--- src/rtl/rc_map.vh ---
// register map, field positions, codes and timing counts of the reset controller
`ifndef RC_MAP_VH
`define RC_MAP_VH

// clock rate and times
`define RC_CLK_MHZ 250
`define RC_OSC_START_US 1000
`define RC_STARTUP_CYC (`RC_OSC_START_US * `RC_CLK_MHZ)
`define RC_HOLD_CYC 2'd2
`define RC_PIN_DRIVE_CYC 8'd4

// register byte offsets
`define RC_OFF_CTRL 8'h00
`define RC_OFF_STAT 8'h04
`define RC_OFF_MODE 8'h08
`define RC_OFF_IRQ_STAT 8'h0c
`define RC_OFF_IRQ_MASK 8'h10

// control register (write only)
`define RC_CTRL_PROC_RST 0
`define RC_CTRL_EXT_RST 1

// status register
`define RC_ST_USER 0
`define RC_ST_CAUSE_LSB 8
`define RC_ST_CAUSE_MSB 10
`define RC_ST_LEVEL 16

// mode register
`define RC_MODE_UREN 0
`define RC_MODE_UIEN 4
`define RC_MODE_RESET 2'b01

// reset cause codes
`define RC_CAUSE_GENERAL 3'h0
`define RC_CAUSE_CORE 3'h1
`define RC_CAUSE_SOFT 3'h3
`define RC_CAUSE_USER 3'h4

// interrupt status and mask bits
`define RC_IRQ_USER 0
`define RC_IRQ_DONE 1
`define RC_IRQ_N 2

`endif

--- src/rtl/rc_reset_ctrl.v ---
// reset controller top: pin manager, startup counter, reset state manager, registers
//
// Overview of operation
// - everything runs on the one slow clock, outputs other than the constant ext_reset_pin_o are flip-flops on it
// - processor reset covers core and peripherals; backup reset covers backup domain
// - resets come from supplies, the pin or software; the state machine decides
// - mode register survives every reset except loss of the backup supply and resetn_i low
// - pin sampled on the clock; a falling edge in the run state reports a user reset
// - the pin is driven low whenever the state machine asks for it
// - user reset enable cleared means the pin no longer triggers a reset
// - the pin level is always readable in the status register
// - user reset status sets on pin assertion and clears only on status read
// - with interrupt enable set, pin assertion raises an interrupt, not a reset
// - reset cause field is updated when processor reset is released
// - general reset on power up, filtered through the fixed startup counter
// - startup delay equals the worst-case oscillator startup time
// - after startup, clock runs while resets hold two cycles, then general cause
// - backup supply low asserts every reset output at once
// - the core supply by itself only drives the processor reset
// - core supply resets are ignored while backup reset is asserted
//
// The implementer's own choices: the placing of the registers and strobed register access.
`timescale 1ns/1ps
`include "rc_map.vh"
module rc_reset_ctrl #(
   parameter STARTUP_CYC = `RC_STARTUP_CYC,
   parameter [7:0] PIN_DRIVE_CYC = `RC_PIN_DRIVE_CYC
) (
   // clock and reset
   input wire clock_i,
   input wire resetn_i,
   // supply detectors, high while the supply is good
   input wire backup_por_i,
   input wire core_por_i,
   // external reset pin, open drain
   input wire ext_reset_pin_i,
   output wire ext_reset_pin_o,
   output wire ext_reset_pin_oe_o,
   // generated resets and processor clock release
   output wire proc_reset_n_o,
   output wire backup_reset_n_o,
   output wire proc_clk_en_o,
   // register port
   input wire [7:0] addr_i,
   input wire [31:0] wdata_i,
   input wire wr_i,
   input wire rd_i,
   output wire [31:0] rdata_o,
   // interrupt
   output wire irq_o
);
   localparam [3:0] ST_STARTUP = 4'b0001;
   localparam [3:0] ST_HOLD = 4'b0010;
   localparam [3:0] ST_RUN = 4'b0100;
   localparam [3:0] ST_ASSERT = 4'b1000;

   wire rst_n;
   wire bk_rst_n;
   wire core_ok;
   wire pin_lvl;
   wire start_done;
   wire [1:0] sync_q;

   reg [3:0] state_reg;
   reg [3:0] state_next;
   reg [2:0] pend_reg;
   reg [2:0] pend_next;
   reg [1:0] hold_reg;
   reg [1:0] hold_next;
   reg [7:0] drive_reg;
   reg [7:0] drive_next;
   reg pin_prev_reg;
   reg proc_rst_n_reg;
   reg bk_rst_n_reg;
   reg clk_en_reg;
   reg pin_oe_reg;
   reg [2:0] cause_reg;
   reg user_stat_reg;
   reg user_stat_next;
   reg [1:0] mode_reg;
   reg [`RC_IRQ_N-1:0] irq_mask_reg;
   wire [`RC_IRQ_N-1:0] irq_stat;
   wire [`RC_IRQ_N-1:0] irq_stat_next;
   wire [`RC_IRQ_N-1:0] irq_ev;
   reg irq_reg;
   reg [31:0] rdata_reg;
   reg [31:0] rdata_next;

   // reset release through two flip-flops; backup loss asserts it at once,
   // its release is retimed so no flop leaves reset on a clock edge race
   rc_sync2 #(
      .WIDTH(1),
      .RST_VAL(1'b0)
   ) u_rst_sync (
      .clock_i(clock_i),
      .rst_n_i(resetn_i & backup_por_i),
      .d_i(1'b1),
      .q_o(rst_n)
   );

   // backup low
   // backup supply loss clears every output flop without waiting for a clock
   assign bk_rst_n = rst_n & backup_por_i;

   // pin synchroniser
   // bit 1 core detector, bit 0 pin; pin idles high
   rc_sync2 #(
      .WIDTH(2),
      .RST_VAL(2'b01)
   ) u_in_sync (
      .clock_i(clock_i),
      .rst_n_i(bk_rst_n),
      .d_i({core_por_i, ext_reset_pin_i}),
      .q_o(sync_q)
   );
   assign core_ok = sync_q[1];
   assign pin_lvl = sync_q[0];

   rc_startup_cnt #(
      .CYC(STARTUP_CYC)
   ) u_startup (
      .clock_i(clock_i),
      .rst_n_i(bk_rst_n),
      .run_i(state_reg == ST_STARTUP),
      .done_o(start_done)
   );

   wire pin_fall = pin_prev_reg & ~pin_lvl;
   wire in_run = (state_reg == ST_RUN);
   wire uren = mode_reg[0];
   wire uien = mode_reg[1];
   wire user_req = in_run & pin_fall & uren & ~uien;
   wire user_irq = in_run & pin_fall & uien;

   wire wr_ctrl = wr_i & (addr_i == `RC_OFF_CTRL);
   wire wr_mode = wr_i & (addr_i == `RC_OFF_MODE);
   wire wr_istat = wr_i & (addr_i == `RC_OFF_IRQ_STAT);
   wire wr_imask = wr_i & (addr_i == `RC_OFF_IRQ_MASK);
   wire rd_stat = rd_i & (addr_i == `RC_OFF_STAT);
   wire soft_req = wr_ctrl & wdata_i[`RC_CTRL_PROC_RST];
   wire soft_pin = wdata_i[`RC_CTRL_EXT_RST];

   always @* begin
      state_next = state_reg;
      pend_next = pend_reg;
      hold_next = hold_reg;
      drive_next = drive_reg;
      case (state_reg)
         ST_STARTUP: begin
            pend_next = `RC_CAUSE_GENERAL;
            if (start_done) begin
               state_next = ST_HOLD;
               hold_next = `RC_HOLD_CYC - 2'd1;
            end
         end
         ST_HOLD: begin
            if (hold_reg == 2'd0) begin
               state_next = ST_RUN;
            end else begin
               hold_next = hold_reg - 2'd1;
            end
         end
         ST_RUN: begin
            if (!core_ok) begin
               state_next = ST_ASSERT;
               pend_next = `RC_CAUSE_CORE;
               drive_next = 8'h00;
            end else if (user_req) begin
               state_next = ST_ASSERT;
               pend_next = `RC_CAUSE_USER;
               drive_next = 8'h00;
            end else if (soft_req) begin
               state_next = ST_ASSERT;
               pend_next = `RC_CAUSE_SOFT;
               drive_next = soft_pin ? PIN_DRIVE_CYC : 8'h00;
            end
         end
         ST_ASSERT: begin
            // stay until own drive ends, pin is high and core supply is good
            if (drive_reg != 8'h00) begin
               drive_next = drive_reg - 8'h01;
            end else if (core_ok && pin_lvl) begin
               state_next = ST_HOLD;
               hold_next = `RC_HOLD_CYC - 2'd1;
            end
         end
         default: begin
            state_next = ST_STARTUP;
         end
      endcase
   end

   always @(posedge clock_i or negedge bk_rst_n) begin
      if (!bk_rst_n) begin
         state_reg <= ST_STARTUP;
         pend_reg <= `RC_CAUSE_GENERAL;
         hold_reg <= 2'd0;
         drive_reg <= 8'h00;
         pin_prev_reg <= 1'b1;
      end else begin
         state_reg <= state_next;
         pend_reg <= pend_next;
         hold_reg <= hold_next;
         drive_reg <= drive_next;
         pin_prev_reg <= pin_lvl;
      end
   end

   always @(posedge clock_i or negedge bk_rst_n) begin
      if (!bk_rst_n) begin
         proc_rst_n_reg <= 1'b0;
         bk_rst_n_reg <= 1'b0;
         clk_en_reg <= 1'b0;
         pin_oe_reg <= 1'b0;
      end else begin
         proc_rst_n_reg <= (state_next == ST_RUN);
         if (state_next == ST_RUN) begin
            bk_rst_n_reg <= 1'b1;
         end
         clk_en_reg <= (state_next != ST_STARTUP);
         pin_oe_reg <= (state_next == ST_ASSERT) && (drive_next != 8'h00);
      end
   end

   always @(posedge clock_i or negedge bk_rst_n) begin
      if (!bk_rst_n) begin
         cause_reg <= `RC_CAUSE_GENERAL;
      end else if (state_reg == ST_HOLD && state_next == ST_RUN) begin
         cause_reg <= pend_reg;
      end
   end

   // sticky user status
   // a new pin assertion in the read cycle wins over the clear
   always @* begin
      user_stat_next = user_stat_reg;
      if (rd_stat) begin
         user_stat_next = 1'b0;
      end
      if (in_run && pin_fall) begin
         user_stat_next = 1'b1;
      end
   end

   always @(posedge clock_i or negedge bk_rst_n) begin
      if (!bk_rst_n) begin
         user_stat_reg <= 1'b0;
      end else begin
         user_stat_reg <= user_stat_next;
      end
   end

   // backup-domain mode
   // only the backup reset clears it
   always @(posedge clock_i or negedge bk_rst_n) begin
      if (!bk_rst_n) begin
         mode_reg <= `RC_MODE_RESET;
      end else if (wr_mode) begin
         mode_reg <= {wdata_i[`RC_MODE_UIEN], wdata_i[`RC_MODE_UREN]};
      end
   end

   always @(posedge clock_i or negedge bk_rst_n) begin
      if (!bk_rst_n) begin
         irq_mask_reg <= {`RC_IRQ_N{1'b0}};
      end else if (wr_imask) begin
         irq_mask_reg <= wdata_i[`RC_IRQ_N-1:0];
      end
   end

   // interrupt events: user pin in interrupt mode, reset sequence finished
   assign irq_ev[`RC_IRQ_USER] = user_irq;
   assign irq_ev[`RC_IRQ_DONE] = (state_reg == ST_HOLD) && (state_next == ST_RUN);

   // sticky bits, write one to clear, set wins over clear
   genvar g;
   generate
      for (g = 0; g < `RC_IRQ_N; g = g + 1) begin : irq_bit
         reg stat_reg;
         assign irq_stat_next[g] = irq_ev[g] | (stat_reg & ~(wr_istat & wdata_i[g]));
         always @(posedge clock_i or negedge bk_rst_n) begin
            if (!bk_rst_n) begin
               stat_reg <= 1'b0;
            end else begin
               stat_reg <= irq_stat_next[g];
            end
         end
         assign irq_stat[g] = stat_reg;
      end
   endgenerate

   always @(posedge clock_i or negedge bk_rst_n) begin
      if (!bk_rst_n) begin
         irq_reg <= 1'b0;
      end else begin
         irq_reg <= |(irq_stat_next & irq_mask_reg);
      end
   end

   // read mux; unmapped and write-only offsets read zero
   always @* begin
      rdata_next = 32'h0000_0000;
      case (addr_i)
         `RC_OFF_STAT: begin
            rdata_next[`RC_ST_USER] = user_stat_reg;
            rdata_next[`RC_ST_CAUSE_MSB:`RC_ST_CAUSE_LSB] = cause_reg;
            rdata_next[`RC_ST_LEVEL] = pin_lvl;
         end
         `RC_OFF_MODE: begin
            rdata_next[`RC_MODE_UREN] = mode_reg[0];
            rdata_next[`RC_MODE_UIEN] = mode_reg[1];
         end
         `RC_OFF_IRQ_STAT: begin
            rdata_next[`RC_IRQ_N-1:0] = irq_stat;
         end
         `RC_OFF_IRQ_MASK: begin
            rdata_next[`RC_IRQ_N-1:0] = irq_mask_reg;
         end
         default: begin
            rdata_next = 32'h0000_0000;
         end
      endcase
   end

   // read data stand for one cycle only
   always @(posedge clock_i or negedge bk_rst_n) begin
      if (!bk_rst_n) begin
         rdata_reg <= 32'h0000_0000;
      end else if (rd_i) begin
         rdata_reg <= rdata_next;
      end else begin
         rdata_reg <= 32'h0000_0000;
      end
   end

   assign proc_reset_n_o = proc_rst_n_reg;
   assign backup_reset_n_o = bk_rst_n_reg;
   assign proc_clk_en_o = clk_en_reg;
   assign ext_reset_pin_o = 1'b0;
   assign ext_reset_pin_oe_o = pin_oe_reg;
   assign rdata_o = rdata_reg;
   assign irq_o = irq_reg;
endmodule

--- src/rtl/rc_sync2.v ---
// two-stage synchroniser, one per bit, with a constant reset value
`timescale 1ns/1ps
module rc_sync2 #(
   parameter WIDTH = 1,
   parameter [WIDTH-1:0] RST_VAL = {WIDTH{1'b0}}
) (
   // clock and reset
   input wire clock_i,
   input wire rst_n_i,
   // data
   input wire [WIDTH-1:0] d_i,
   output wire [WIDTH-1:0] q_o
);
   genvar g;
   generate
      for (g = 0; g < WIDTH; g = g + 1) begin : bit_sync
         reg meta_reg;
         reg sync_reg;
         always @(posedge clock_i or negedge rst_n_i) begin
            if (!rst_n_i) begin
               meta_reg <= RST_VAL[g];
               sync_reg <= RST_VAL[g];
            end else begin
               meta_reg <= d_i[g];
               sync_reg <= meta_reg;
            end
         end
         assign q_o[g] = sync_reg;
      end
   endgenerate
endmodule

--- src/rtl/rc_startup_cnt.v ---
// startup counter: holds off until the oscillator has surely started
`timescale 1ns/1ps
module rc_startup_cnt #(
   parameter CYC = 250000
) (
   // clock and reset
   input wire clock_i,
   input wire rst_n_i,
   // control
   input wire run_i,
   output wire done_o
);
   localparam CW = $clog2(CYC + 1);
   localparam [CW-1:0] LAST = CYC - 1;
   reg [CW-1:0] cnt_reg;
   reg done_reg;
   always @(posedge clock_i or negedge rst_n_i) begin
      if (!rst_n_i) begin
         cnt_reg <= {CW{1'b0}};
         done_reg <= 1'b0;
      end else if (!run_i) begin
         cnt_reg <= {CW{1'b0}};
         done_reg <= 1'b0;
      end else begin
         if (cnt_reg != LAST) begin
            cnt_reg <= cnt_reg + {{(CW-1){1'b0}}, 1'b1};
         end
         done_reg <= (cnt_reg == LAST);
      end
   end
   assign done_o = done_reg;
endmodule

--- config.mk ---
export PLATFORM = sky130hd
export DESIGN_NAME = rc_reset_ctrl
export DESIGN_NICKNAME = d
export VERILOG_FILES = /design/src/rtl/rc_reset_ctrl.v /design/src/rtl/rc_sync2.v /design/src/rtl/rc_startup_cnt.v
export VERILOG_INCLUDE_DIRS = /design/src /design/src/rtl
export SDC_FILE = /design/constraint.sdc
export NUM_CORES = 1
export LEC_CHECK = 0
export BUFFER_PORTS_ARGS = -buffer_cell sky130_fd_sc_hd__buf_2
export CORE_MARGIN = 2
export CORE_UTILIZATION = 53
export CTS_CLUSTER_DIAMETER = 80
export DETAILED_ROUTE_END_ITERATION = 12
export GPL_TIMING_DRIVEN = 0
export PLACE_DENSITY_LB_ADDON = 0.25
export SYNTH_ARGS = -nofsm -noshare
export SYNTH_HDL_FRONTEND = slang
export SYNTH_SLANG_ARGS = --single-unit
--- constraint.sdc ---
create_clock -name clock_i -period 3.65 [get_ports clock_i]
set_input_delay 0 -clock clock_i [delete_from_list [all_inputs] [get_ports clock_i]]
set_output_delay 0 -clock clock_i [all_outputs]
set_load 0.02 [all_outputs]
==> results.cfg, run 1 <==
[detailed_routing]
vias_per_cell = 5.164
vias = 2463
first_iter_violations = 137
first_pass_iters = 4
antenna_left = 0
finalWirelength_mm = 6.234
wl_per_cell_um = 13.07
drcViolationCount = 0

[floorplan]
die_w_um = 83.31
die_h_um = 83.31
die-area_um2 = 6940
start_util_pct = 55.64
ioPinCount = 85
rows = 28
core_um2 = 5991

[pwr]
power_per_cell_area_nw_per_um2 = 363.1
power_switching_uw = 317.6
p_seq_share_pct = 51.1
p_comb_share_pct = 6.2
clkPwrFrac_pct = 42.6
power_leakage_nw = 1.894
swShare_pct = 22.13
intPower_mw = 1.118
ir_drop_uv = 262.7
p_total_mw = 1.435

[sta]
hold_viol = 0
setup_viol = 0
slew_headroom_pct = 48.27
fin_tns_setup_ns = 0
worstMarginPinSlew_ns = 0.7759
fmax_mhz = 417.8
drv_slew = 0
skew_ns = 0.008243
post-route-period-util_pct = 65.58
layout_min_cycle_time_ns = 2.394
rsz0062_at_grt = false

[synthesis]
yosys.area.top_type = dfrtp_1
syn_inst = 324
synth_ff_type = dfrtp_1
synth-edff-count = 0
async_reset_ff_share_pct = 100.0
synth_top_area_share_pct = 45.05
syn_area_per_cell_um2 = 10.29
yosys-top-cells-area = dfrtp_1 (45%), buf_4 (5.9%), dfstp_2 (3.9%)
netlist_area_um2 = 3333
synth-seq-area-share_pct = 48.99
synth-seq-cells = 65
synth_cell_type_count = 61
yosys_warnings = 0

[worst_setup_path]
cp_max_fo = 10
regToRegSetupSlack_ns = 1.26
cp-end-kind = register
cp-start-kind = register
crit_type = register to register
reg2reg_depth = 8
worstPathRequired_ns = 3.87
cp_data_arrival_time_ns = 2.61
rr_startpoint = drive_reg[0]$_DFF_PN0_
r2r_end = ext_reset_pin_oe_o$_DFF_PN0_

[hold_path]
holdCritStartpoint = wr_i
hold_depth = 3
hp-class = input port to register
whs_endpoint = irq_bit[0].stat_reg$_DFF_PN0_

[outcome]
status = completed

[clock_tree]
insertion_delay_ns = 0.34
h-tree-depth = 3
clk_pin_slew_ns = 0.07
cts_resized = 0
clockBufferDepth = 2
cts_made_buffers = 9
cts_sinks = 65
cts_tree = yes
root_buffer = clkbuf_8

[layout]
layout_commonest_cell = dfrtp_1
fin_cells = 477
mostFrequentLayoutCells = dfrtp_1 (60), buf_2 (32), nor2_1 (32)
final_nets = 448
largest_reg_flops = 18
antenna_cells = 0
syn_to_final_growth_pct = 18.58
drive_gt1_share_pct = 25.37

[grt]
grt_pass1_vias = 2448
grt_pass1_wl_mm = 10.94
grtUsageTotal_pct = 19.54
grt_overflow = 0
grt_max_degree = 64
antenna_found_initial = 0

[placed_design]
port-buffer-count = 28
hpwl_mm = 4.454
gp_congestion = 0.8256
place_inst = 452

[run]
cap_violations = 0
[final cells by class]
cell class,count,area [um^2]
Fill cell,491,2038
Sequential cell,65,1633
Multi-Input combinational cell,239,1510
Buffer,33,241.5
Timing Repair Buffer,37,230.2
Clock buffer,13,158.9
Tap cell,75,93.84
Inverter,12,45.04
Clock inverter,3,40.04
[synthesized netlist by cell type, types with 3 or more instances]
| master | count |
|---|---|
| xor2_1 | 8 |
| buf_2 | 4 |
| nor3_1 | 7 |
| nor4_1 | 6 |
| or2_2 | 3 |
| nand3_1 | 9 |
| dfstp_2 | 5 |
| nand4_1 | 8 |
| inv_1 | 12 |
| o21ai_0 | 13 |
| o31ai_1 | 3 |
| mux2i_1 | 3 |
| xnor2_1 | 11 |
| nand2_1 | 22 |
| and2_1 | 8 |
| nand2b_1 | 3 |
| mux2_2 | 7 |
| buf_4 | 26 |
| nor2b_1 | 4 |
| a22o_1 | 3 |
| nor2_1 | 32 |
| a31oi_1 | 4 |
| nor3b_1 | 3 |
| ha_1 | 4 |
| dfrtp_1 | 60 |
| a21oi_1 | 10 |
[critical path: stages (launching register included)]
cell      delay [ns]
dfrtp_1         0.41
inv_1           0.13
ha_1            0.18
or3b_2          0.50
o21ai_2         0.17
buf_6           0.17
o221ai_2        0.10
a21o_1          0.21
o41a_1          0.41
[worst max-delay path by stage]
stage / start / slack, ns / end
2_1_floorplan: u_rst_sync.q_o$_DFF_PN0_ / 1.42 / backup_reset_n_o$_DFFE_PN0N_
3_3_place_gp: u_rst_sync.q_o$_DFF_PN0_ / 0.69 / drive_reg[5]$_DFF_PN0_
3_5_place_dp: drive_reg[0]$_DFF_PN0_ / 1.28 / ext_reset_pin_oe_o$_DFF_PN0_
4_1_cts: drive_reg[0]$_DFF_PN0_ / 1.27 / ext_reset_pin_oe_o$_DFF_PN0_
5_1_grt: drive_reg[0]$_DFF_PN0_ / 1.14 / ext_reset_pin_oe_o$_DFF_PN0_
6_report: drive_reg[0]$_DFF_PN0_ / 1.26 / ext_reset_pin_oe_o$_DFF_PN0_
[what timing repair did]
action,4_1_cts,5_1_grt
hold buffers,9,0
buffers inserted,0,0
endpoints found under the hold margin,69,0
[kinds of logic (layout without fill, tap and decap cells)]
| logic type | after synthesis | in the layout | share of synthesized area, % |
|---|---|---|---|
| AO/OA/AOI/OAI | 53 | 53 | 10.85 |
| AND/OR/NAND/NOR | 126 | 126 | 21.58 |
| XOR/XNOR | 19 | 19 | 4.993 |
| adder cells (fa/ha/maj) | 4 | 4 | 1.502 |
| flip-flops | 65 | 65 | 48.99 |
| multiplexers | 10 | 10 | 3.266 |
| buffers and inverters | 45 | 98 | 8.596 |
| other | 2 | 27 | 0.2253 |
[per-layer routing]
metal  track usage, %  part of all wire [%]  routed length, um
met1            23.03                    43               2689
met2            32.99                    51               3187
met3            7.256                   5.1                320
met4            6.408                  0.58                 36
met5                0                     0                  0
[power by group through the flow]
stage / logic [mW] / registers [mW] / clock network, mW
CTS: 0.0891 / 0.734 / 0.628
finish: 0.0895 / 0.734 / 0.612
global placement: 0.0803 / 0.747 / 0
global route: 0.0992 / 0.734 / 0.664
floorplan: 0.0641 / 0.746 / 0
detailed placement: 0.0818 / 0.747 / 0
[metrics by stage]
stage	hold slack (ns)	util (%)	area, um^2	setup slack, ns
2_1_floorplan	-0.1937	-	3427	1.420
3_3_place_gp	-0.1016	61.11	3661	0.6932
3_5_place_dp	-0.09824	61.15	3664	1.279
4_1_cts	0.03419	65.98	3953	1.266
5_1_grt	0.04046	65.98	3953	1.140
6_report	0.05636	65.98	3953	1.256
Power figures use the tool's default switching activity.
==> inputs of run 2 (changes only) <==
Settings changed: CORE_UTILIZATION 53 to 48.
Clock period 3.65 ns to 2.2 ns, I/O delays scaled along.
==> results.cfg, run 2 (synthesized netlist as in run 1, its figures left out) <==
[outcome]
status = completed

[floorplan]
start_util_pct = 49.33
ioPinCount = 85
rows = 30
die_w_um = 87.33
die-area_um2 = 7627
die_h_um = 87.33
core_um2 = 6756

[worst_setup_path]
regToRegSetupSlack_ns = 0.06
r2r_end = ext_reset_pin_oe_o$_DFF_PN0_
cp_max_fo = 4
reg2reg_depth = 7
path_cells = buf_6 -> or4_4 -> o21ai_4 -> buf_6 -> o221ai_2 -> a21o_1 -> o41a_1
crit_buf_inv = 2
max_stage_delay_ns = 0.55
worstPathRequired_ns = 2.42
crit_slowest_cell = or4_4
cp_data_arrival_time_ns = 2.37
cp-end-kind = register
crit_type = register to register
timing.critical_path.mode_cell = buf_6
crit_family = compound AO/OA/AOI/OAI gates
rr_startpoint = drive_reg[3]$_DFF_PN0_
cp-start-kind = register

[grt]
grt_max_degree = 64
grtUsageTotal_pct = 17.93
grt_overflow = 0
grt_pass1_vias = 2407
grt_pass1_wl_mm = 10.61
antenna_found_initial = 0

[layout]
fill_cells = 595
antenna_cells = 0
largest_reg_flops = 18
syn_to_final_growth_pct = 20.95
design_area_um2 = 4031
mostFrequentLayoutCells = dfrtp_1 (59), buf_4 (34), nor2_1 (32)
final_nets = 455
drive_gt1_share_pct = 28.61
layout_commonest_cell = dfrtp_1

[placed_design]
port-buffer-count = 28
post-place-ws_ns = -0.06876
gp_congestion = 0.8445
hpwl_mm = 4.438
placed_area_um2 = 3672

[clock_tree]
insertion_delay_ns = 0.35
cts_made_buffers = 9
cts_sinks = 65
clk_pin_slew_ns = 0.07
h-tree-depth = 3
cts_tree = yes
root_buffer = clkbuf_8
clockBufferDepth = 2

[sta]
hold_ws_ns = 0.03721
fmax_mhz = 466.4
post-route-period-util_pct = 97.47
layout_min_cycle_time_ns = 2.144
hold_viol = 0
rsz0062_at_grt = true
skew_ns = 0.009048
slew_headroom_pct = 47.67
setup_viol = 0
worstMarginPinSlew_ns = 0.7850
fin_ws_ns = 0.05572
drv_slew = 0

[pwr]
ir_drop_uv = 423.2
power_per_cell_area_nw_per_um2 = 561.6
power_leakage_nw = 1.931

[run]
cap_violations = 0

[detailed_routing]
dr.max_layer_used = met4
first_iter_violations = 90
antenna_left = 0
vias = 2538
routed-wl-met2_mm = 3.255
drcViolationCount = 0
first_pass_iters = 4
met1_length_mm = 2.772
finalWirelength_mm = 6.421
wl_met3_um = 281
vias_per_cell = 5.190
wl_per_cell_um = 13.13

[hold_path]
hold_depth = 3
hp-class = input port to register
whs_endpoint = irq_bit[0].stat_reg$_DFF_PN0_
holdCritStartpoint = wr_i
==> run 2: changes by cell type in the layout (fill, tap and decap cells not counted), sizes merged <==
| cell | delta |
|---|---|
| buf | +7 |
| bufinv | -1 |
| clkinv | +1 |
==> run 2: repair_timing <==
action                                 in CTS  in global routing
hold buffers                                9                  0
buffers inserted                            2                  6
endpoints found under the hold margin      69                  0
setup endpoints to repair                   1                  1
gates resized for setup                     2                  9
pin swaps                                   0                  3
==> run 2: worst min-delay path, cell delays in order <==
cell and delay, ns:
buf_2 0.13, nand4_1 0.07, a22o_1 0.14
==> run 2: area by class of cell <==
cell class                 instances  area, um^2  area share, %
clock buffer                      13       158.9          3.942
tap                               80       100.1          2.483
buffer                            32       236.5          5.866
sequential                        65        1634          40.53
clock inverter                     3       15.01         0.3724
multi-input combinational        239        1551          38.49
timing repair buffer              45       290.3          7.200
inverter                          12       45.04          1.117
==> run 2: report_power, final <==
group	internal, mW	total (mW)	switching (mW)	leakage, nW
Combinational	0.0620	0.148	0.0863	0.995
Sequential	1.21	1.22	0.00840	0.843
Clock	0.465	0.897	0.432	0.0932
Total	1.74	2.26	0.527	1.93
==> run 2: metal layers <==
metal,vias to the layer above,global-route usage (%)
met3,13,6.351
met4,0,6.154
met2,61,30.10
met5,-,0
met1,1208,21.30
li1,1256,-
==> run 2: metrics by stage <==
stage	total power [mW]	util [%]	cells	setup TNS (ns)
3_3_place_gp	1.374	54.33	457	-0.03695
6_report	2.264	59.67	489	0
3_5_place_dp	1.377	54.35	457	-0.06876
4_1_cts	2.288	58.54	484	0
2_1_floorplan	1.343	-	349	0
5_1_grt	2.367	59.67	489	-0.01088
==> run 2: how the worst max path moves through the flow <==
stage                                 from  cells past startpoint                            to  slack (ns)
global placement    drive_reg[0]$_DFF_PN0_                      8  ext_reset_pin_oe_o$_DFF_PN0_       -0.04
CTS                 drive_reg[4]$_DFF_PN0_                      7  ext_reset_pin_oe_o$_DFF_PN0_       0.008
detailed placement  drive_reg[0]$_DFF_PN0_                      8  ext_reset_pin_oe_o$_DFF_PN0_       -0.07
finish              drive_reg[3]$_DFF_PN0_                      7  ext_reset_pin_oe_o$_DFF_PN0_        0.06
global route        drive_reg[3]$_DFF_PN0_                      7  ext_reset_pin_oe_o$_DFF_PN0_       -0.01
floorplan           drive_reg[0]$_DFF_PN0_                      8  ext_reset_pin_oe_o$_DFF_PN0_        0.08
==> inputs of run 3 (changes only) <==
Settings changed: CORE_UTILIZATION 48 to 53.
Clock period 2.2 ns to 2.1 ns, I/O delays scaled along.
==> results.cfg, run 3 (synthesized netlist as in run 1, its figures left out) <==
[sta]
fmax_mhz = 455.2
setup_viol = 1
fin_ws_ns = -0.09678
hold_viol = 0
layout_min_cycle_time_ns = 2.197
drv_slew = 0
skew_ns = 0.007262
post-route-period-util_pct = 104.6
rsz0062_at_grt = true
worstMarginPinSlew_ns = 0.7739
slew_headroom_pct = 48.41

[layout]
design_area_um2 = 4046
utilization_pct = 67.54
layout_commonest_cell = dfrtp_1
antenna_cells = 0
syn_to_final_growth_pct = 21.40
mostFrequentLayoutCells = dfrtp_1 (60), buf_4 (33), buf_2 (32), nor2_1 (32), conb_1 (27)
largest_reg_flops = 18
final_nets = 456
drive_gt1_share_pct = 28.54

[worst_setup_path]
max_stage_delay_ns = 0.41
regToRegSetupSlack_ns = -0.1
cp_data_arrival_time_ns = 2.42
crit_type = register to register
reg2reg_depth = 8
cp-end-kind = register
cp_max_fo = 3
path_cells = inv_2 -> ha_4 -> or3b_4 -> buf_6 -> o211ai_1 -> o31ai_1 -> a21o_1 -> o41a_1
rr_startpoint = drive_reg[0]$_DFF_PN0_
r2r_end = ext_reset_pin_oe_o$_DFF_PN0_
cp-start-kind = register
crit_slowest_cell = or3b_4
worstPathRequired_ns = 2.32

[floorplan]
die_w_um = 83.31
rows = 28
start_util_pct = 55.64
core_um2 = 5991
ioPinCount = 85
die-area_um2 = 6940
die_h_um = 83.31

[placed_design]
port-buffer-count = 28
placed_area_um2 = 3665
hpwl_mm = 4.466
gp_congestion = 0.8962
post-place-ws_ns = -0.1366

[clock_tree]
cts_tree = yes
root_buffer = clkbuf_8
insertion_delay_ns = 0.34
cts_made_buffers = 9
cts_sinks = 65
clockBufferDepth = 2
h-tree-depth = 3
clk_pin_slew_ns = 0.06

[pwr]
clkPwrFrac_pct = 39.6
swShare_pct = 23.13
p_comb_share_pct = 6.6
power_switching_uw = 548.2
power_per_cell_area_nw_per_um2 = 585.7
ir_drop_uv = 569.3
power_leakage_nw = 1.935
p_seq_share_pct = 53.9
intPower_mw = 1.822

[grt]
grtUsageTotal_pct = 19.25
grt_pass1_vias = 2463
grt_overflow = 0
grt_pass1_wl_mm = 10.84
antenna_found_initial = 0
grt_max_degree = 64

[detailed_routing]
first_iter_violations = 132
drcViolationCount = 0
first_pass_iters = 4
vias = 2522
vias_per_cell = 5.200
antenna_left = 0
wl_per_cell_um = 13.46
finalWirelength_mm = 6.529

[hold_path]
hold_depth = 3
hp-class = input port to register
whs_endpoint = irq_bit[1].stat_reg$_DFF_PN0_
holdCritStartpoint = wr_i

[outcome]
status = finished with violations
violations = negative setup slack

[run]
cap_violations = 0
run 3: changes by cell type in the layout (fill, tap and decap cells not counted), sizes merged:
cell and change:
buf +1, clkinv -1, clkinvlp +1
run 3: how the worst max path moves through the flow:
stage / from / cells after the start / end
after floorplan: drive_reg[0]$_DFF_PN0_ / 8 / ext_reset_pin_oe_o$_DFF_PN0_
after global placement: drive_reg[0]$_DFF_PN0_ / 8 / ext_reset_pin_oe_o$_DFF_PN0_
after detailed placement: drive_reg[0]$_DFF_PN0_ / 8 / ext_reset_pin_oe_o$_DFF_PN0_
after CTS: drive_reg[3]$_DFF_PN0_ / 7 / ext_reset_pin_oe_o$_DFF_PN0_
after global routing: drive_reg[0]$_DFF_PN0_ / 8 / ext_reset_pin_oe_o$_DFF_PN0_
final: drive_reg[0]$_DFF_PN0_ / 8 / ext_reset_pin_oe_o$_DFF_PN0_
run 3: layout make-up:
| class | count | area (um^2) |
|---|---|---|
| plain buffers | 33 | 241.5 |
| clock buffers | 13 | 158.9 |
| clock inverters | 3 | 17.52 |
| fillers | 459 | 1944 |
| inverters | 12 | 45.04 |
| multi-input cells | 239 | 1563 |
| flip-flops and latches | 65 | 1633 |
| well taps | 75 | 93.84 |
| repair buffers | 45 | 294.0 |
run 3: repair_timing:
| item | 4_1_cts | 5_1_grt |
|---|---|---|
| hold buffers | 8 | 1 |
| gates resized for setup | 3 | 8 |
| hold endpoints to repair | 11 | 58 |
| setup endpoints to repair | 1 | 1 |
| pin swaps | 3 | 2 |
| buffers inserted | 5 | 3 |
run 3: worst max-delay path, delay by kind of cell (launching register included):
family / cells / cell delay [ns]
adders and majority gates: 1 / 0.14
and+or+nand+nor: 1 / 0.41
buffers and inverters: 2 / 0.24
AOI/OAI and AO/OA: 4 / 0.90
DFF: 1 / 0.39
run 3: metrics by stage:
stage / total power [mW] / std cells / setup TNS, ns / hold slack, ns
2_1_floorplan: 1.407 / 349 / 0 / -0.1937
3_5_place_dp: 1.440 / 452 / -0.1366 / -0.09735
3_3_place_gp: 1.438 / 452 / -0.1044 / -0.1042
5_1_grt: 2.467 / 485 / -0.1581 / 0.05884
6_report: 2.370 / 485 / -0.09678 / 0.06040
4_1_cts: 2.403 / 481 / -0.04193 / 0.03993
run 3: power by group through the flow:
stage                     registers (mW)  logic (mW)  clock network [mW]
after floorplan                     1.30       0.112                   0
after global placement              1.30       0.140                   0
after detailed placement            1.30       0.141                   0
after CTS                           1.28       0.152               0.974
after global routing                1.28       0.173                1.02
final                               1.28       0.155               0.938
run 3: routing by layer:
metal | up-vias | share of wire (%) | GRT usage (%)
met1 | 1193 | 42 | 23.32
li1 | 1261 | - | -
met4 | 0 | 1.2 | 7.303
met5 | - | 0 | 0
met2 | 60 | 51 | 32.11
met3 | 8 | 5.2 | 6.064
